[src/rtl/etd_pkg.sv]
package etd_pkg;
  // Register byte offsets on the control bus
  localparam logic [7:0] ADDR_NCR = 8'h00;
  localparam logic [7:0] ADDR_NCFG = 8'h04;
  localparam logic [7:0] ADDR_TSR = 8'h14;
  localparam logic [7:0] ADDR_TBQP = 8'h1c;
  // Network control, configuration and transmit status fields
  localparam int unsigned NCR_TX_EN = 3;
  localparam int unsigned NCR_START = 9;
  localparam int unsigned NCR_HALT = 10;
  localparam int unsigned NCFG_PAUSE_EN = 13;
  localparam int unsigned TSR_GO = 3;
  // Descriptor control/status word fields
  localparam int unsigned D_USED = 31;
  localparam int unsigned D_WRAP = 30;
  localparam int unsigned D_RETRY = 29;
  localparam int unsigned D_UNDERRUN = 28;
  localparam int unsigned D_EXHAUST = 27;
  localparam int unsigned D_NO_CRC = 16;
  localparam int unsigned D_LAST = 15;
  localparam int unsigned D_LEN_MSB = 10;
  localparam logic [31:0] D_KEEP_MASK = 32'h4001_87ff;
  // Descriptor list geometry
  localparam int unsigned IDX_W = 10;
  localparam logic [IDX_W-1:0] IDX_LAST = 10'h3ff;
  localparam int unsigned DESC_SHIFT = 3;
  localparam logic [31:0] CTRL_OFS = 32'h0000_0004;
  // Pad target: 64-byte minimum frame less the 4 CRC bytes
  localparam int unsigned FLEN_W = 18;
  localparam int unsigned MIN_FRAME = 64;
  localparam int unsigned CRC_BYTES = 4;
  localparam logic [FLEN_W-1:0] PAD_LEN = FLEN_W'(MIN_FRAME - CRC_BYTES);
  // AXI responses
  localparam logic [1:0] RESP_OKAY = 2'h0;
  localparam logic [1:0] RESP_SLVERR = 2'h2;
  // Memory end
  localparam int unsigned MEM_AW = 10;
  localparam int unsigned MEM_WORDS = 1024;

  typedef enum logic [3:0] {
    ST_IDLE, ST_RD_CTRL, ST_RD_ADDR, ST_RD_DATA, ST_SEND,
    ST_END_BUF, ST_PAD, ST_EOF, ST_WB
  } etd_state_e;
endpackage : etd_pkg

[src/rtl/etd_mem_if.sv]
interface etd_mem_if;
  logic req;
  logic we;
  logic [31:0] addr;
  logic [31:0] wdata;
  logic ack;
  logic [31:0] rdata;
  logic err;

  modport dma (output req, we, addr, wdata, input ack, rdata, err);
  modport mem (input req, we, addr, wdata, output ack, rdata, err);
endinterface : etd_mem_if

[src/rtl/etd_dma.sv]
// Operation
// - Buffers 0..2047 bytes, zero length accepted
// - Software spreads a frame over <=128 buffers
// - Descriptor: address word, then control word
// - Auto-CRC frames padded to 64 bytes
// - Send only from descriptors with used clear
// - Write back status to first descriptor only
// - Status bits 29, 28, 27 report errors
// - Wrap bit or 1024 descriptors restart list
// - Software never rewrites queue pointer mid-transmit
// - Queue pointer write resets index, clears go
// - Transmit disable clears go and index
// - Start bit sets go; rewrite is harmless
// - Go flag readable at status bit 3
// - Halt clears go after current frame
// - Used at frame start: stop, keep pointer
// - Collision restarts from frame's first buffer
// - Used mid-frame: error, tx error, bad FCS
// - Transmit error clears go, resets pointer
// - Control bit 16 suppresses CRC append
// - Bit 15 marks last buffer; reserved bits
// - Pause with pause enable suspends new frames
//
// Design decisions made here: the AXI4-Lite slave port and the address map.
module etd_dma (
  input wire logic clk_sys_i,
  input wire logic resetn_i,
  etd_mem_if.dma mem_bus,
  input wire logic [7:0] s_axi_awaddr_i,
  input wire logic s_axi_awvalid_i,
  output logic s_axi_awready_o,
  input wire logic [31:0] s_axi_wdata_i,
  input wire logic [3:0] s_axi_wstrb_i,
  input wire logic s_axi_wvalid_i,
  output logic s_axi_wready_o,
  output logic [1:0] s_axi_bresp_o,
  output logic s_axi_bvalid_o,
  input wire logic s_axi_bready_i,
  input wire logic [7:0] s_axi_araddr_i,
  input wire logic s_axi_arvalid_i,
  output logic s_axi_arready_o,
  output logic [31:0] s_axi_rdata_o,
  output logic [1:0] s_axi_rresp_o,
  output logic s_axi_rvalid_o,
  input wire logic s_axi_rready_i,
  output logic [7:0] tx_data_o,
  output logic tx_valid_o,
  input wire logic tx_ready_i,
  output logic tx_eof_o,
  output logic tx_no_crc_o,
  output logic tx_er_o,
  input wire logic collision_i,
  input wire logic retry_limit_i,
  input wire logic pause_i
);
  import etd_pkg::*;

  etd_state_e state;
  logic tx_en, pause_en, go, halt_pend, in_frame, fail;
  logic start_p, halt_p, qp_wr_p;
  logic [31:0] qbase, ctrl, first_ctrl, baddr, stat, aw_addr_q, w_data_q;
  logic [IDX_W-1:0] idx, first_idx;
  logic [D_LEN_MSB:0] bcnt;
  logic [FLEN_W-1:0] flen;
  logic [7:0] aw_addr;
  logic [7:0] ar_addr;

  function automatic logic [31:0] desc_addr(input logic [31:0] base,
                                            input logic [IDX_W-1:0] i);
    desc_addr = base + {{(32-IDX_W-DESC_SHIFT){1'b0}}, i,
                        {DESC_SHIFT{1'b0}}};
  endfunction : desc_addr

  function automatic logic [IDX_W-1:0] next_idx(input logic [IDX_W-1:0] i,
                                                input logic wrap);
    next_idx = (wrap || i == IDX_LAST) ? '0 : i + 1'b1;
  endfunction : next_idx

  function automatic logic [7:0] lane(input logic [31:0] w,
                                      input logic [1:0] s);
    case (s)
      2'h0: lane = w[7:0];
      2'h1: lane = w[15:8];
      2'h2: lane = w[23:16];
      default: lane = w[31:24];
    endcase
  endfunction : lane

  function automatic logic reg_hit(input logic [7:0] a);
    reg_hit = (a == ADDR_NCR) || (a == ADDR_NCFG) || (a == ADDR_TSR) ||
              (a == ADDR_TBQP);
  endfunction : reg_hit

  assign aw_addr = aw_addr_q[7:0];

  // AXI4-Lite write channel
  always_ff @(posedge clk_sys_i or negedge resetn_i) begin
    if (!resetn_i) begin
      s_axi_awready_o <= 1'b1;
      s_axi_wready_o <= 1'b1;
      s_axi_bvalid_o <= 1'b0;
      s_axi_bresp_o <= RESP_OKAY;
      aw_addr_q <= '0;
      w_data_q <= '0;
      tx_en <= 1'b0;
      pause_en <= 1'b0;
      qbase <= '0;
      start_p <= 1'b0;
      halt_p <= 1'b0;
      qp_wr_p <= 1'b0;
    end else begin
      start_p <= 1'b0;
      halt_p <= 1'b0;
      qp_wr_p <= 1'b0;
      if (s_axi_awvalid_i && s_axi_awready_o) begin
        aw_addr_q <= {24'h0, s_axi_awaddr_i};
        s_axi_awready_o <= 1'b0;
      end
      if (s_axi_wvalid_i && s_axi_wready_o) begin
        w_data_q <= s_axi_wdata_i;
        s_axi_wready_o <= 1'b0;
      end
      if (!s_axi_awready_o && !s_axi_wready_o && !s_axi_bvalid_o) begin
        s_axi_bvalid_o <= 1'b1;
        s_axi_bresp_o <= reg_hit(aw_addr) ? RESP_OKAY : RESP_SLVERR;
        case (aw_addr)
          ADDR_NCR: begin
            tx_en <= w_data_q[NCR_TX_EN];
            start_p <= w_data_q[NCR_START];
            halt_p <= w_data_q[NCR_HALT];
          end
          ADDR_NCFG: pause_en <= w_data_q[NCFG_PAUSE_EN];
          ADDR_TBQP: begin
            qbase <= w_data_q;
            qp_wr_p <= 1'b1;
          end
          default: ;
        endcase
      end
      if (s_axi_bvalid_o && s_axi_bready_i) begin
        s_axi_bvalid_o <= 1'b0;
        s_axi_awready_o <= 1'b1;
        s_axi_wready_o <= 1'b1;
      end
    end
  end

  // AXI4-Lite read channel
  always_ff @(posedge clk_sys_i or negedge resetn_i) begin
    if (!resetn_i) begin
      s_axi_arready_o <= 1'b1;
      s_axi_rvalid_o <= 1'b0;
      s_axi_rdata_o <= '0;
      s_axi_rresp_o <= RESP_OKAY;
      ar_addr <= '0;
    end else begin
      if (s_axi_arvalid_i && s_axi_arready_o) begin
        ar_addr <= s_axi_araddr_i;
        s_axi_arready_o <= 1'b0;
        s_axi_rvalid_o <= 1'b1;
        s_axi_rresp_o <= reg_hit(s_axi_araddr_i) ? RESP_OKAY : RESP_SLVERR;
        case (s_axi_araddr_i)
          ADDR_NCR: s_axi_rdata_o <= 32'(tx_en) << NCR_TX_EN;
          ADDR_NCFG: s_axi_rdata_o <= 32'(pause_en) << NCFG_PAUSE_EN;
          ADDR_TSR: s_axi_rdata_o <= 32'(go) << TSR_GO;
          ADDR_TBQP: s_axi_rdata_o <= desc_addr(qbase, idx);
          default: s_axi_rdata_o <= '0;
        endcase
      end
      if (s_axi_rvalid_o && s_axi_rready_i) begin
        s_axi_rvalid_o <= 1'b0;
        s_axi_arready_o <= 1'b1;
      end
    end
  end

  // Descriptor walker and frame streamer
  always_ff @(posedge clk_sys_i or negedge resetn_i) begin
    if (!resetn_i) begin
      state <= ST_IDLE;
      go <= 1'b0;
      halt_pend <= 1'b0;
      in_frame <= 1'b0;
      fail <= 1'b0;
      idx <= '0;
      first_idx <= '0;
      ctrl <= '0;
      first_ctrl <= '0;
      baddr <= '0;
      bcnt <= '0;
      flen <= '0;
      stat <= '0;
      mem_bus.req <= 1'b0;
      mem_bus.we <= 1'b0;
      mem_bus.addr <= '0;
      mem_bus.wdata <= '0;
      tx_data_o <= '0;
      tx_valid_o <= 1'b0;
      tx_eof_o <= 1'b0;
      tx_no_crc_o <= 1'b0;
      tx_er_o <= 1'b0;
    end else begin
      tx_eof_o <= 1'b0;
      tx_er_o <= 1'b0;
      if (!tx_en || qp_wr_p) begin
        go <= 1'b0;
        idx <= '0;
        state <= ST_IDLE;
        halt_pend <= 1'b0;
        mem_bus.req <= 1'b0;
        tx_valid_o <= 1'b0;
      end else begin
        if (halt_p) begin
          halt_pend <= 1'b1;
        end
        if (start_p) begin
          go <= 1'b1;
          halt_pend <= 1'b0;
        end
        case (state)
          ST_IDLE: begin
            if (halt_pend && !start_p) begin
              go <= 1'b0;
              halt_pend <= 1'b0;
            end else if (go && !(pause_en && pause_i)) begin
              mem_bus.req <= 1'b1;
              mem_bus.we <= 1'b0;
              mem_bus.addr <= desc_addr(qbase, idx) + CTRL_OFS;
              first_idx <= idx;
              in_frame <= 1'b0;
              fail <= 1'b0;
              flen <= '0;
              stat <= '0;
              state <= ST_RD_CTRL;
            end
          end
          ST_RD_CTRL: if (mem_bus.ack) begin
            mem_bus.req <= 1'b0;
            if (mem_bus.err) begin
              stat <= 32'h1 << D_UNDERRUN;
              fail <= 1'b1;
              state <= ST_EOF;
            end else if (mem_bus.rdata[D_USED]) begin
              if (in_frame) begin
                stat <= (32'h1 << D_UNDERRUN) | (32'h1 << D_EXHAUST);
                fail <= 1'b1;
                state <= ST_EOF;
              end else begin
                go <= start_p;
                state <= ST_IDLE;
              end
            end else begin
              ctrl <= mem_bus.rdata;
              if (!in_frame) begin
                first_ctrl <= mem_bus.rdata;
              end
              mem_bus.req <= 1'b1;
              mem_bus.addr <= desc_addr(qbase, idx);
              state <= ST_RD_ADDR;
            end
          end
          ST_RD_ADDR: if (mem_bus.ack) begin
            mem_bus.req <= 1'b0;
            bcnt <= '0;
            baddr <= mem_bus.rdata;
            if (mem_bus.err) begin
              stat <= 32'h1 << D_UNDERRUN;
              fail <= 1'b1;
              state <= ST_EOF;
            end else if (ctrl[D_LEN_MSB:0] == '0) begin
              state <= ST_END_BUF;
            end else begin
              mem_bus.req <= 1'b1;
              mem_bus.addr <= {mem_bus.rdata[31:2], 2'h0};
              state <= ST_RD_DATA;
            end
          end
          ST_RD_DATA: if (mem_bus.ack) begin
            mem_bus.req <= 1'b0;
            if (mem_bus.err) begin
              stat <= 32'h1 << D_UNDERRUN;
              fail <= 1'b1;
              state <= ST_EOF;
            end else begin
              tx_data_o <= lane(mem_bus.rdata, baddr[1:0]);
              tx_valid_o <= 1'b1;
              state <= ST_SEND;
            end
          end
          ST_SEND: begin
            if (collision_i) begin
              tx_valid_o <= 1'b0;
              idx <= first_idx;
              in_frame <= 1'b0;
              flen <= '0;
              mem_bus.req <= 1'b1;
              mem_bus.addr <= desc_addr(qbase, first_idx) + CTRL_OFS;
              state <= ST_RD_CTRL;
            end else if (retry_limit_i) begin
              tx_valid_o <= 1'b0;
              stat <= 32'h1 << D_RETRY;
              fail <= 1'b1;
              state <= ST_EOF;
            end else if (tx_ready_i) begin
              tx_valid_o <= 1'b0;
              flen <= flen + 1'b1;
              bcnt <= bcnt + 1'b1;
              baddr <= baddr + 32'h1;
              if (bcnt + 1'b1 == ctrl[D_LEN_MSB:0]) begin
                state <= ST_END_BUF;
              end else begin
                mem_bus.req <= 1'b1;
                mem_bus.addr <= {baddr[31:2] + 30'(&baddr[1:0]), 2'h0};
                state <= ST_RD_DATA;
              end
            end
          end
          ST_END_BUF: begin
            idx <= next_idx(idx, ctrl[D_WRAP]);
            if (ctrl[D_LAST]) begin
              if (!ctrl[D_NO_CRC] && flen < PAD_LEN) begin
                tx_data_o <= '0;
                tx_valid_o <= 1'b1;
                state <= ST_PAD;
              end else begin
                state <= ST_EOF;
              end
            end else begin
              in_frame <= 1'b1;
              mem_bus.req <= 1'b1;
              mem_bus.addr <= desc_addr(qbase, next_idx(idx, ctrl[D_WRAP]))
                              + CTRL_OFS;
              state <= ST_RD_CTRL;
            end
          end
          ST_PAD: if (tx_ready_i) begin
            flen <= flen + 1'b1;
            if (flen + 1'b1 >= PAD_LEN) begin
              tx_valid_o <= 1'b0;
              state <= ST_EOF;
            end
          end
          ST_EOF: begin
            tx_eof_o <= 1'b1;
            tx_no_crc_o <= ctrl[D_NO_CRC];
            tx_er_o <= fail;
            mem_bus.req <= 1'b1;
            mem_bus.we <= 1'b1;
            mem_bus.addr <= desc_addr(qbase, first_idx) + CTRL_OFS;
            mem_bus.wdata <= (first_ctrl & D_KEEP_MASK) | stat |
                             (32'h1 << D_USED);
            state <= ST_WB;
          end
          ST_WB: if (mem_bus.ack) begin
            mem_bus.req <= 1'b0;
            mem_bus.we <= 1'b0;
            if (fail) begin
              go <= start_p;
              idx <= '0;
            end
            state <= ST_IDLE;
          end
          default: state <= ST_IDLE;
        endcase
      end
    end
  end
endmodule : etd_dma

[src/flat_wrapper.sv]
// flat-port wrapper written by rule: the top's interface ports become plain ports
module etd_dma_flat import etd_pkg::*;
  (clk_sys_i, resetn_i, s_axi_awaddr_i, s_axi_awvalid_i, s_axi_awready_o, s_axi_wdata_i, s_axi_wstrb_i, s_axi_wvalid_i, s_axi_wready_o, s_axi_bresp_o, s_axi_bvalid_o, s_axi_bready_i, s_axi_araddr_i, s_axi_arvalid_i, s_axi_arready_o, s_axi_rdata_o, s_axi_rresp_o, s_axi_rvalid_o, s_axi_rready_i, tx_data_o, tx_valid_o, tx_ready_i, tx_eof_o, tx_no_crc_o, tx_er_o, collision_i, retry_limit_i, pause_i, mem_bus_req, mem_bus_we, mem_bus_addr, mem_bus_wdata, mem_bus_ack, mem_bus_rdata, mem_bus_err);
  etd_mem_if mem_bus_i ();
  input wire logic clk_sys_i;
  input wire logic resetn_i;
  input wire logic [7:0] s_axi_awaddr_i;
  input wire logic s_axi_awvalid_i;
  output logic s_axi_awready_o;
  input wire logic [31:0] s_axi_wdata_i;
  input wire logic [3:0] s_axi_wstrb_i;
  input wire logic s_axi_wvalid_i;
  output logic s_axi_wready_o;
  output logic [1:0] s_axi_bresp_o;
  output logic s_axi_bvalid_o;
  input wire logic s_axi_bready_i;
  input wire logic [7:0] s_axi_araddr_i;
  input wire logic s_axi_arvalid_i;
  output logic s_axi_arready_o;
  output logic [31:0] s_axi_rdata_o;
  output logic [1:0] s_axi_rresp_o;
  output logic s_axi_rvalid_o;
  input wire logic s_axi_rready_i;
  output logic [7:0] tx_data_o;
  output logic tx_valid_o;
  input wire logic tx_ready_i;
  output logic tx_eof_o;
  output logic tx_no_crc_o;
  output logic tx_er_o;
  input wire logic collision_i;
  input wire logic retry_limit_i;
  input wire logic pause_i;
  output wire logic [$bits(mem_bus_i.req)-1:0] mem_bus_req;
  output wire logic [$bits(mem_bus_i.we)-1:0] mem_bus_we;
  output wire logic [$bits(mem_bus_i.addr)-1:0] mem_bus_addr;
  output wire logic [$bits(mem_bus_i.wdata)-1:0] mem_bus_wdata;
  input wire logic [$bits(mem_bus_i.ack)-1:0] mem_bus_ack;
  input wire logic [$bits(mem_bus_i.rdata)-1:0] mem_bus_rdata;
  input wire logic [$bits(mem_bus_i.err)-1:0] mem_bus_err;
  assign mem_bus_req = mem_bus_i.req;
  assign mem_bus_we = mem_bus_i.we;
  assign mem_bus_addr = mem_bus_i.addr;
  assign mem_bus_wdata = mem_bus_i.wdata;
  assign mem_bus_i.ack = mem_bus_ack;
  assign mem_bus_i.rdata = mem_bus_rdata;
  assign mem_bus_i.err = mem_bus_err;
  etd_dma u_core (.clk_sys_i(clk_sys_i), .resetn_i(resetn_i), .mem_bus(mem_bus_i), .s_axi_awaddr_i(s_axi_awaddr_i), .s_axi_awvalid_i(s_axi_awvalid_i), .s_axi_awready_o(s_axi_awready_o), .s_axi_wdata_i(s_axi_wdata_i), .s_axi_wstrb_i(s_axi_wstrb_i), .s_axi_wvalid_i(s_axi_wvalid_i), .s_axi_wready_o(s_axi_wready_o), .s_axi_bresp_o(s_axi_bresp_o), .s_axi_bvalid_o(s_axi_bvalid_o), .s_axi_bready_i(s_axi_bready_i), .s_axi_araddr_i(s_axi_araddr_i), .s_axi_arvalid_i(s_axi_arvalid_i), .s_axi_arready_o(s_axi_arready_o), .s_axi_rdata_o(s_axi_rdata_o), .s_axi_rresp_o(s_axi_rresp_o), .s_axi_rvalid_o(s_axi_rvalid_o), .s_axi_rready_i(s_axi_rready_i), .tx_data_o(tx_data_o), .tx_valid_o(tx_valid_o), .tx_ready_i(tx_ready_i), .tx_eof_o(tx_eof_o), .tx_no_crc_o(tx_no_crc_o), .tx_er_o(tx_er_o), .collision_i(collision_i), .retry_limit_i(retry_limit_i), .pause_i(pause_i));
endmodule
[config.mk]
export PLATFORM = sky130hd
export DESIGN_NAME = etd_dma_flat
export DESIGN_NICKNAME = d
export VERILOG_FILES = /design/src/rtl/etd_pkg.sv /design/src/rtl/etd_mem_if.sv /design/src/rtl/etd_dma.sv /design/src/flat_wrapper.sv
export SDC_FILE = /design/constraint.sdc
export NUM_CORES = 1
export LEC_CHECK = 0
export ABC_AREA = 0
export BUFFER_PORTS_ARGS = -buffer_cell sky130_fd_sc_hd__clkbuf_2
export CAP_MARGIN = 20
export CORE_ASPECT_RATIO = 1.5
export CORE_UTILIZATION = 50
export CTS_CLUSTER_SIZE = 10
export DETAILED_ROUTE_END_ITERATION = 10
export GPL_TIMING_DRIVEN = 0
export PLACE_DENSITY_LB_ADDON = 0.05
export RECOVER_POWER = 50
export SYNTH_ARGS = -nofsm -noshare
export SYNTH_HDL_FRONTEND = slang
export SYNTH_SLANG_ARGS = --single-unit
[constraint.sdc]
create_clock -name clk_sys_i -period 5.1 [get_ports clk_sys_i]
set_input_delay 0.51 -clock clk_sys_i [delete_from_list [all_inputs] [get_ports clk_sys_i]]
set_output_delay 0.51 -clock clk_sys_i [all_outputs]
set_load 0.03 [all_outputs]
# Yosys cells after proc, flatten, opt, wreduce, memory -nomap -nowiden
# Index checks and enable logic that the tools add are counted.
totals:
  register_bits: 378
  inputBits: 97
  out_inout_bits: 119
  word_cells: 340
classes:
  add_sub_neg: 11
  magnitude_cmp: 2
  eq_ne: 63
  muxes: 154
  bitwise: 6
  n_reduce_logical: 66
op_table:
  columns: ["cell", "n"]
  rows:
  - ["32-bit 2-to-1 mux", 17]
  - ["31-bit 2-to-1 mux", 10]
  - ["32-bit case mux with 6 select lines", 1]
  - ["32-bit case mux with 4 select lines", 1]
  - ["31-bit case mux with 4 select lines", 1]
  - ["32-bit by 13-bit adder with 32-bit output", 3]
  - ["32-bit by 3-bit adder with 32-bit output, second input constant", 3]
  - ["18-bit 2-to-1 mux", 5]
  - ["1-bit 2-to-1 mux", 71]
  - ["32-bit case mux with 2 select lines", 1]
  - ["4-bit 2-to-1 mux", 14]
  - ["18-bit case mux with 3 select lines", 1]
  - ["10-bit 2-to-1 mux", 5]
  - ["11-bit 2-to-1 mux", 4]
  - ["4-bit case mux with 9 select lines", 1]
  - ["32-bit by 1-bit adder with 32-bit output, second input constant", 1]
  - ["8-bit by 5-bit equality test with 1-bit output, second input constant", 4]
  - ["8-bit 2-to-1 mux", 4]
  - ["2-bit != test, second input constant", 16]
  - ["31-bit OR", 1]
  - ["30-bit by 1-bit adder with 30-bit output", 1]
  - ["10-bit case mux with 3 select lines", 1]
  - ["3-bit by 2-bit != test with 1-bit output, second input constant", 9]
  - ["8-bit case mux with 3 select lines", 1]
  - ["50 further kinds", 126]

# Depth between registers and ports, before layout
# Gate-level depths: netlist of run 1.
depth:
  ltp_word: 8
  depth_mapped: 17
  ltp_nobuf: 16

# Least setup slack after synthesis of run 1
# Ideal clock, no wire load.
synth_timing:
  path_kind: "register to register"
  startpoint: "register u_core.idx[1]"
  endpoint: "register u_core.mem_bus.addr[29]"
  setup_time_ns: 0.122
  arrival_time_ns: 3.494
  t_required_ns: 4.978
  slack_ns: 1.484
  stages_incl_launch_ff: 18
  n_path_buf: 1
  period_less_slack_ns: 3.616
  path_cell_list: "dfrtp_1 ha_1 nand2_1 nor2_1 and3_1 a31o_2 nor2_1 ha_1 a21oi_1 o211ai_1 o41ai_1 o311a_1 buf_2 nor3_1 o21ai_0 nand3b_1 mux2i_1 nor3_2"
synth_via:
  elab_chain_len: 7
  elab_cells_between_ends: 15
  classes_between: "add/sub: 5; eq/ne: 1; mux: 8; reduce/logical: 1"
synth_rtl:
  columns: ["item", "line", "source"]
  rows:
  - ["from (decl)", "etd_dma.sv:62", "logic [IDX_W-1:0] idx, first_idx;"]
  - ["from (signal assigned)", "etd_dma.sv:293", "idx <= first_idx;"]
  - ["from (signal assigned)", "etd_dma.sv:319", "idx <= next_idx(idx, ctrl[D_WRAP]);"]
  - ["branches (longest 6 deep; another with 32-bit by 13-bit adder with 32-bit output)", null, null]
  - ["32-bit case mux with 6 select lines *", "etd_dma.sv:220", "case (state)"]
  - ["to (signal assigned)", "etd_dma.sv:228", "mem_bus.addr <= desc_addr(qbase, idx) + CTRL_OFS;"]
  - ["to (signal assigned)", "etd_dma.sv:331", "mem_bus.addr <= desc_addr(qbase, next_idx(idx, ctrl[D_WRAP]))"]
  - ["to (signal assigned)", "etd_dma.sv:349", "mem_bus.addr <= desc_addr(qbase, first_idx) + CTRL_OFS;"]
  - ["to (decl)", "etd_mem_if.sv:10", "modport dma (output req, we, addr, wdata, input ack, rdata, err);"]
# Every way passes the cells marked *. The select of a mux whose other input is x is not followed.
# A chain may end at the register's enable or synchronous reset.

# Worst setup path after layout of run 1
# Same ends and word-level chain as after synthesis.

==> flow_summary.ini, run 1 <==
[yosys]
netlist_instances = 2244
synth_top_cell_area_share = 0.377
synthesis.area_mm2 = 0.0197
syn_area_per_cell_um2 = 8.77
synth-seq-cells = 300
synth_edf_count = 0
async_flop_share = 1.00
yosysTopAreaCell = dfrtp_1
yosysSeqAreaShare = 0.381
yosys_warnings = 0
synth_cell_types = 117
ys_top_cells_by_area = dfrtp_1, nand2_1, mux2_2
synth_top_flop_cell = dfrtp_1

[global_route]
antenna_found_initial = 0
grt_usage = 0.362
grt_start_max_net_pins = 110
grt-ovfl-total = 0
grt_pass1_wl_um = 110000
first_global_vias = 18600

[min_path]
hold-path-cell-count = 2
min_to = u_core.s_axi_wready_o
hp-class = primary input to flip-flop
hp-start = s_axi_wvalid_i

[worst_setup_path]
critical_path_arrival_ps = 5000
r2r-start = u_core.idx[1]
critPathTopFamily = compound AO/OA/AOI/OAI gates
ff2ff_setup_slack_ps = 520
r2r_cells = 17
cp_data_required_time_ps = 5520
crit_slowest_cell = o41ai_1
worstPathCellList = ha_1 > nand2_1 > nor2_1 > and3_1 > a31o_2 > nor2_1 > ha_1 > a21oi_1 > o211ai_1 > o41ai_1 > o311a_1 > buf_2 > nor3_1 > o21ai_0 > nand3b_1 > mux2i_1 > nor3_2
worst_setup_path_end_kind = flip-flop
slowest_delay_ps = 680
path_max_fanout = 10
startpoint_type = flip-flop
setup.worst_path.start = u_core.idx[1]
crit_type = flip-flop to flip-flop
cp_num_buf_inv = 1
rr_endpoint = u_core.mem_bus.addr[29]

[floorplanning]
ioPinCount = 216
core_mm2 = 0.0386
dieArea_mm2 = 0.0402
die_x_um = 164
rows = 88
die_h_um = 245
start_util = 0.509

[sta]
fin_skew_ps = 21.7
worst_slew_pin_slew_ps = 2830
slew_headroom = -0.884
slew_viol_final = 207
fmax_mhz = 218
fin_crit_ps = 4580
finalHoldViolations = 0
finalCritPeriodShare = 0.898
setup_viol = 0
rsz0062_at_grt = no

[power]
leakagePower_nw = 9.75
p_per_area_mw_per_mm2 = 297
peakVddDrop_uv = 320

[drt]
viasPerCell = 6.29
drt_first_iter_violations = 1602
vias = 18900
drc = 0
ant_nets = 0
totalWireLength_um = 72300
post_drt_wl_per_cell_um = 24.0
first_pass_iters = 6

[run_status]
failed_checks = max-capacitance violations, max-slew violations
status = finished with violations

[final_layout]
syn2layout_area_growth_pct = 13.7
final-seq-area_mm2 = 0.00751
fill_cells = 3549
finalNonFillerCells = 3011
drive_above_1_share = 0.158
nNetsFinal = 2638
multi_input_area_mm2 = 0.0113
final_util = 0.579

[placed_design]
place_congestion = 0.979
place_hpwl_um = 55600
numPortBuffers = 193
dp_cells = 2952

[clock_tree]
tritoncts = done
holdBufCountCts = 1
cts.path.max_buffers = 3
numCtsBuffers = 37
insertion_delay_ps = 550
cts_root_buf = clkbuf_16
htreeDepth = 2
cts.repair.resized = 0
clock-sinks = 300
cts_setup_buffers = 0
clkTransAtPathRegs_ps = 60

[run]
drv_cap = 2
-- kinds of logic after synthesis --
group | synth area share
fa+ha+maj | 0.0291
flops | 0.381
mux | 0.0674
other cells | 0.000190
buf+inv | 0.0485
simple gates | 0.211
compound gates | 0.205
xor+xnor | 0.0575
-- power breakdown --
| part | internal, mW | switching (mW) | total, mW |
|---|---|---|---|
| Combinational | 0.493 | 0.881 | 1.37 |
| Sequential | 2.63 | 0.194 | 2.83 |
| Clock | 1.42 | 1.03 | 2.45 |
-- per-layer routing --
layer	vias up	GRT usage	routed length (um)
met1	9200	0.418	27300
met2	807	0.608	35200
met4	0	0.259	5630
met5	-	0	0
li1	8664	-	-
met3	262	0.0522	4200
-- Yosys cell counts, types with 15 or more instances --
cell type	count
buf_1	16
and3_1	25
a21oi_1	135
clkbuf_1	97
o21ai_0	174
and4_1	15
a22oi_1	15
ha_1	41
nor3_1	43
buf_4	29
nand4_1	37
nor4_1	17
o22ai_1	21
nand2_1	314
dfrtp_1	297
a211oi_1	24
xnor2_1	69
nand3_1	85
inv_1	41
a221oi_1	20
nor2_1	164
or3_1	16
mux2_2	103
buf_2	28
and2_1	18
o31ai_1	19
xor2_1	51
a31oi_1	27
-- sequential cells by signal, indices dropped and copies added, names as in the netlist, 4 cells and up --
| register | flops |
|---|---|
| u_core.mem_bus.wdata | 18 |
| u_core.idx | 10 |
| u_core.baddr | 32 |
| u_core.ctrl | 14 |
| u_core.mem_bus.addr | 32 |
| u_core.w_data_q | 32 |
| u_core.aw_addr_q | 8 |
| u_core.first_idx | 10 |
| u_core.first_ctrl | 14 |
| u_core.qbase | 32 |
| u_core.flen | 18 |
| u_core.tx_data_o | 8 |
| u_core.state | 4 |
| u_core.bcnt | 11 |
| u_core.s_axi_rdata_o | 32 |
-- per-stage QoR --
| stage | TNS (ps) | area (um2) | power, mW | worst slack [ps] | hold WS [ps] |
|---|---|---|---|---|---|
| 5_1_grt | 0 | 22400 | 6.92 | 272 | 133 |
| 3_3_place_gp | -888540 | 21300 | 4.18 | -3020 | 455 |
| 2_1_floorplan | 0 | 19700 | 3.70 | 1480 | 214 |
| 3_5_place_dp | 0 | 21400 | 4.23 | 622 | 392 |
| 4_1_cts | 0 | 22500 | 6.69 | 600 | 122 |
| 6_report | 0 | 22400 | 6.65 | 520 | 145 |
-- cell usage in the layout (no fill, tap or decap), types with 11 or more instances in the layout --
master / count
nand2_1: 314
dfrtp_1: 297
clkbuf_1: 191
o21ai_0: 174
nor2_1: 164
a21oi_1: 135
clkbuf_2: 112
mux2_2: 103
nand3_1: 85
xnor2_1: 69
xor2_1: 51
nor3_1: 42
inv_1: 41
ha_1: 41
clkbuf_16: 38
nand4_1: 37
buf_2: 30
buf_4: 29
a31oi_1: 27
and3_1: 25
a211oi_1: 24
o22ai_1: 21
a221oi_1: 20
o31ai_1: 19
and2_1: 16
nor4_1: 16
or3_1: 16
conb_1: 16
buf_1: 15
and4_1: 15
a22oi_1: 15
nand2b_1: 14
o211ai_1: 14
a21o_1: 13
o21a_1: 12
a222oi_1: 12
a22o_1: 11
mux2i_1: 11
o221ai_1: 11
-- how the worst max path moves through the flow --
stage	to	slack, ps	cells past startpoint
after floorplan	u_core.mem_bus.addr[29]	1480	17
after global placement	u_core.aw_addr_q[7]	-3020	1
after detailed placement	u_core.mem_bus.addr[29]	620	17
after CTS	u_core.mem_bus.addr[29]	600	17
after global routing	u_core.mem_bus.addr[29]	270	17
final	u_core.mem_bus.addr[29]	520	17
-- final cells by class --
class                   count  area share
well taps                 495      0.0277
plain buffers             171      0.0354
repair buffers            199      0.0411
diodes                      1    0.000112
inverters                  43     0.00721
clock inverters             5     0.00229
multi-input cells        1745       0.504
clock buffers              52      0.0466
flip-flops and latches    300       0.335
-- worst reg2reg max path: cells and delay by family (launching register included) --
kind,cells,cell delay [ps]
flip-flops,1,480
buffers and inverters,1,320
multiplexers,1,180
adder cells (fa/ha/maj),2,570
AO/OA/AOI/OAI,6,2080
AND/OR/NAND/NOR,7,850
(Power assumes the default switching activity.)
==> run 2: changes to the inputs <==
--- a/config.mk
+++ b/config.mk
@@ -6,10 +6,11 @@
 export NUM_CORES = 1
 export LEC_CHECK = 0
 export ABC_AREA = 0
-export BUFFER_PORTS_ARGS = -buffer_cell sky130_fd_sc_hd__clkbuf_2
+export BUFFER_PORTS_ARGS = -buffer_cell sky130_fd_sc_hd__buf_2
 export CAP_MARGIN = 20
 export CORE_ASPECT_RATIO = 1.5
 export CORE_UTILIZATION = 50
+export CTS_BUF_LIST = sky130_fd_sc_hd__clkbuf_4 sky130_fd_sc_hd__clkbuf_8
 export CTS_CLUSTER_SIZE = 10
 export DETAILED_ROUTE_END_ITERATION = 10
 export GPL_TIMING_DRIVEN = 0
==> run 2 against run 1 <==
The run still ends with max-capacitance violations, max-slew violations left. Sequential cell count stayed put. Critical endpoint is now u_core.mem_bus.addr[18]. Fmax down 0.58%. Largest power group unchanged. Hold slack got worse by 76 ps.
==> flow_summary.ini, run 2 (synthesized netlist as in run 1, its figures left out) <==
[run_status]
status = finished with violations
failed_checks = max-capacitance violations, max-slew violations

[power]
p_sw_mw = 2.09
power_frac_clock = 0.362
leakagePower_nw = 10.0
peakVddDrop_uv = 280
switching_share = 0.318
combPwrFrac = 0.209
seqPwrFrac = 0.429
p_per_area_mw_per_mm2 = 293
p_int_mw = 4.50

[clock_tree]
clkTransAtPathRegs_ps = 70
tritoncts = done
holdBufCountCts = 1
cts.path.max_buffers = 3
cts_root_buf = clkbuf_8
insertion_delay_ps = 630
numCtsBuffers = 48
clock-sinks = 300
cts_setup_buffers = 0
htreeDepth = 2
cts.repair.resized = 0

[worst_setup_path]
worst_setup_path_end_kind = flip-flop
startpoint_type = flip-flop
cp_data_required_time_ps = 5610
crit_type = flip-flop to flip-flop
critical_path_arrival_ps = 5120
path_max_fanout = 7

[drt]
drc = 0
viasPerCell = 6.24
vias = 19000
post_drt_wl_per_cell_um = 23.5
first_pass_iters = 8
ant_nets = 0
totalWireLength_um = 71400
drt_first_iter_violations = 1542

[sta]
rsz0062_at_grt = no
worst_slew_pin_slew_ps = 2470
finalHoldViolations = 0
fin_crit_ps = 4610
final.setup.worst_slack_ps = 493
slew_headroom = -0.648
slew_viol_final = 208
setup_viol = 0
fin_skew_ps = 25.8
finalCritPeriodShare = 0.903
fmax_mhz = 217

[final_layout]
drive_above_1_share = 0.194
multi_input_area_mm2 = 0.0113
syn2layout_area_growth_pct = 14.2
nNetsFinal = 2648
finalNonFillerCells = 3042
final_common_cell = nand2_1
final-seq-area_mm2 = 0.00751
fill_cells = 3633
mostFrequentLayoutCells = nand2_1, dfrtp_1, buf_2

[global_route]
first_global_vias = 18700
grt_start_max_net_pins = 110
grt_usage = 0.358
antenna_found_initial = 1
grt-ovfl-total = 0
grt_pass1_wl_um = 108000

[min_path]
hp-class = primary input to flip-flop

[floorplanning]
core_mm2 = 0.0386
die_x_um = 164
dieArea_mm2 = 0.0402
ioPinCount = 216
rows = 88
die_h_um = 245
start_util = 0.509

[placed_design]
dp_cells = 2951
numPortBuffers = 193
place_hpwl_um = 54900
place_congestion = 0.996
place_ws_ps = 620

[run]
drv_cap = 2
==> run 2: cell types whose count changed in the layout (fill, tap and decap cells not counted), moves of 2 or more <==
cell	before	now
buf_2	30	195
clkbuf_2	112	1
clkbuf_1	191	127
clkbuf_8	4	62
clkbuf_16	38	0
clkbuf_4	0	18
bufinv_16	0	3
buf_1	15	13
==> run 2: final timing paths <==
check	from	endpoint	slack, ps	cells after the start
setup reg to reg	u_core.idx[1]	u_core.mem_bus.addr[18]	490	17
min in group asynchronous	resetn_i	u_core.tx_data_o[1]	1120	2
hold reg to reg	u_core.w_data_q[11]	u_core.qbase[11]	470	2
max in group asynchronous	resetn_i	u_core.mem_bus.wdata[15]	1230	3
setup / recovery	u_core.idx[1]	u_core.mem_bus.addr[18]	490	17
hold / removal	s_axi_wvalid_i	u_core.s_axi_wready_o	70	2
==> run 2: cell type report <==
type                       instances  area share
tap                              495      0.0275
antenna                            1    0.000111
buffer                           171      0.0353
multi-input combinational       1745       0.502
inverter                          43     0.00718
sequential                       300       0.334
timing repair buffer             198      0.0439
clock inverter                    10     0.00612
clock buffer                      79      0.0436
==> run 2: critical path, cell delays in order, from the launching register on <==
cell and delay, ps:
dfrtp_1 520, ha_1 280, nand2_1 70, nor2_1 160, and3_1 230, a31o_2 270, nor2_1 100, ha_1 360
a21oi_1 100, nand4b_1 220, a211o_1 300, a31oi_1 490, or2_2 210, clkbuf_1 320, nand2_1 140, a22oi_1 270
a21boi_0 140, o32a_1 350
==> run 2: per-stage QoR <==
| stage | utilization | instance area (um2) | total power [mW] | hold WS, ps | TNS [ps] |
|---|---|---|---|---|---|
| 3_5_place_dp | 0.554 | 21400 | 4.24 | 453 | 0 |
| 5_1_grt | 0.582 | 22500 | 6.86 | 46.7 | 0 |
| 6_report | 0.582 | 22500 | 6.59 | 69.0 | 0 |
| 3_3_place_gp | 0.552 | 21300 | 4.19 | 450 | -661090 |
| 2_1_floorplan | - | 19700 | 3.70 | 214 | 0 |
| 4_1_cts | 0.583 | 22500 | 6.63 | 33.5 | 0 |
==> run 2: power by group through the flow <==
| stage | combinational (mW) | clock, mW | sequential, mW |
|---|---|---|---|
| after floorplan | 0.870 | 0 | 2.83 |
| after global placement | 1.33 | 0 | 2.86 |
| after global routing | 1.47 | 2.53 | 2.86 |
| final | 1.38 | 2.39 | 2.83 |
| after CTS | 1.37 | 2.43 | 2.83 |
| after detailed placement | 1.36 | 0 | 2.87 |
==> run 2: routing by layer <==
layer  global-route usage  vias up  routed length, um
li1                     -     8677                  -
met1                0.413     9228              26800
met2                0.596      799              34400
met3               0.0551      268               4340
met4                0.266        0               5880
met5                    0        -                  0
==> run 3: changes to the inputs <==
--- a/config.mk
+++ b/config.mk
@@ -9,7 +9,7 @@
 export BUFFER_PORTS_ARGS = -buffer_cell sky130_fd_sc_hd__buf_2
 export CAP_MARGIN = 20
 export CORE_ASPECT_RATIO = 1.5
-export CORE_UTILIZATION = 50
+export CORE_UTILIZATION = 30
 export CTS_BUF_LIST = sky130_fd_sc_hd__clkbuf_4 sky130_fd_sc_hd__clkbuf_8
 export CTS_CLUSTER_SIZE = 10
 export DETAILED_ROUTE_END_ITERATION = 10
==> run 3 against run 2 <==
The flow still finishes with violations (max-capacitance violations, max-slew violations). Via count fell by 1.1%. Sequential share of layout area fell by 0.73 points. Critical path depth did not move. Global-route usage fell by 10 points. Clock power rose by 8.8%. Sequential power barely moved. Sequential cell count did not move. Register-to-register slack got worse by 150 ps. Hold slack got worse by 13 ps. Wire length rose by 19%. Worst setup slack got worse by 150 ps. Total power rose by 3.1%. Highest routed layer is now met5.
==> flow_summary.ini, run 3 (synthesized netlist as in run 1, its figures left out) <==
[sta]
finalHoldViolations = 0
fmax_mhz = 210
worst_slew_pin_slew_ps = 2450
fin_crit_ps = 4760
fin_skew_ps = 26.2
slew_viol_final = 185
slew_headroom = -0.633
finalCritPeriodShare = 0.933
rsz0062_at_grt = no
setup_viol = 0

[final_layout]
multi_input_area_mm2 = 0.0113
drive_above_1_share = 0.166
syn2layout_area_growth_pct = 16.8
mostFrequentLayoutCells = nand2_1, dfrtp_1, clkbuf_1
design_area_mm2 = 0.0230
fill_cells = 6850
finalNonFillerCells = 3426
final_util = 0.356
final-seq-area_mm2 = 0.00751
final_common_cell = nand2_1
nNetsFinal = 2659

[floorplanning]
core_mm2 = 0.0646
die_x_um = 211
start_util = 0.305
rows = 114
dieArea_mm2 = 0.0667
ioPinCount = 216
die_h_um = 316

[worst_setup_path]
startpoint_type = flip-flop
worstPathCellList = ha_1 > nand2_1 > nor2_1 > and3_1 > a31o_2 > nor2_1 > ha_1 > a21oi_1 > o211ai_1 > o41ai_2 > o311a_1 > buf_2 > nor3_1 > o21ai_0 > nand3b_1 > mux2i_1 > nor3_2
ff2ff_setup_slack_ps = 340
crit_slowest_cell = o41ai_2
crit_type = flip-flop to flip-flop
critical_path_arrival_ps = 5310
slowest_delay_ps = 600
cp-endpoint = u_core.mem_bus.addr[29]
path_max_fanout = 10
worst_setup_path_end_kind = flip-flop
cp_data_required_time_ps = 5650
rr_endpoint = u_core.mem_bus.addr[29]
setup.worst_path.start = u_core.idx[1]
r2r_cells = 17
r2r-start = u_core.idx[1]

[placed_design]
dp_cells = 3328
placed_cell_area_mm2 = 0.0219
place_congestion = 0.928
place_hpwl_um = 65900
numPortBuffers = 193

[global_route]
grt_pass1_wl_um = 125000
grt-ovfl-total = 0
first_global_vias = 19000
antenna_found_initial = 3
grt_start_max_net_pins = 111
grt_usage = 0.254

[drt]
totalWireLength_um = 84900
first_pass_iters = 6
vias = 18800
post_drt_wl_per_cell_um = 24.8
drc = 0
viasPerCell = 5.48
ant_nets = 0
drt_first_iter_violations = 1323

[clock_tree]
numCtsBuffers = 54
clkTransAtPathRegs_ps = 60
tritoncts = done
htreeDepth = 2
insertion_delay_ps = 690
clock-sinks = 300
cts_setup_buffers = 0
cts.path.max_buffers = 3
cts_root_buf = clkbuf_8

[run]
drv_cap = 1

[run_status]
status = finished with violations
failed_checks = max-capacitance violations, max-slew violations

[power]
leakagePower_nw = 9.77
peakVddDrop_uv = 239
p_per_area_mw_per_mm2 = 296

[min_path]
hp-class = primary input to flip-flop
==> run 3: how the worst min path moves through the flow <==
| stage | depth (start not counted) | slack [ps] | from | endpoint |
|---|---|---|---|---|
| floorplan | 0 | 210 | resetn_i | u_core.aw_addr_q[0] |
| global placement | 1 | 450 | u_core.mem_bus.wdata[31] | u_core.mem_bus.wdata[31] |
| detailed placement | 1 | 460 | u_core.mem_bus.wdata[31] | u_core.mem_bus.wdata[31] |
| CTS | 2 | 0.2 | s_axi_rready_i | u_core.s_axi_rvalid_o |
| global route | 2 | 10 | s_axi_rready_i | u_core.s_axi_rvalid_o |
| finish | 2 | 60 | s_axi_rready_i | u_core.s_axi_rvalid_o |
==> run 3: per-stage QoR <==
step	total power [mW]	hold WS, ps	worst slack, ps	setup TNS [ps]
after CTS	6.91	0.180	351	0
after detailed placement	4.25	456	26.1	0
after global placement	4.23	450	-2800	-814440
final	6.80	56.0	340	0
after floorplan	3.70	214	1480	0
after global routing	7.14	11.6	71.4	0
==> run 3: power by group <==
part	switching, mW	internal (mW)
Sequential	0.194	2.63
Combinational	0.880	0.495
Clock	1.13	1.47
==> run 3: cell type report <==
type,count,share of cell area
timing repair buffer,203,0.0404
multi-input combinational,1745,0.492
buffer,171,0.0345
clock inverter,12,0.00610
sequential,300,0.327
inverter,43,0.00702
tap,870,0.0473
clock buffer,81,0.0460
antenna,1,0.000109
==> run 3: layer usage <==
layer  vias to the layer above  track usage  routed length [um]
met3                       188       0.0361                3860
li1                       8692            -                   -
met1                      9263        0.289               33400
met2                       627        0.460               43400
met5                         -            0                  17
met4                         2        0.122                4280
==> run 3: worst max-delay path, delay by kind of cell (launching register included) <==
kind | cells | cell delay [ps]
compound gates | 6 | 2130
fa+ha+maj | 2 | 580
buf+inv | 1 | 330
flops | 1 | 510
mux | 1 | 190
simple gates | 7 | 920
==> run 3: timing repair <==
item / 4_1_cts / 5_1_grt
hold endpoints to repair: 95 / 0
hold buffers: 4 / 0
resized for setup: 1 / 0
endpoints found under the setup margin: 1 / 0
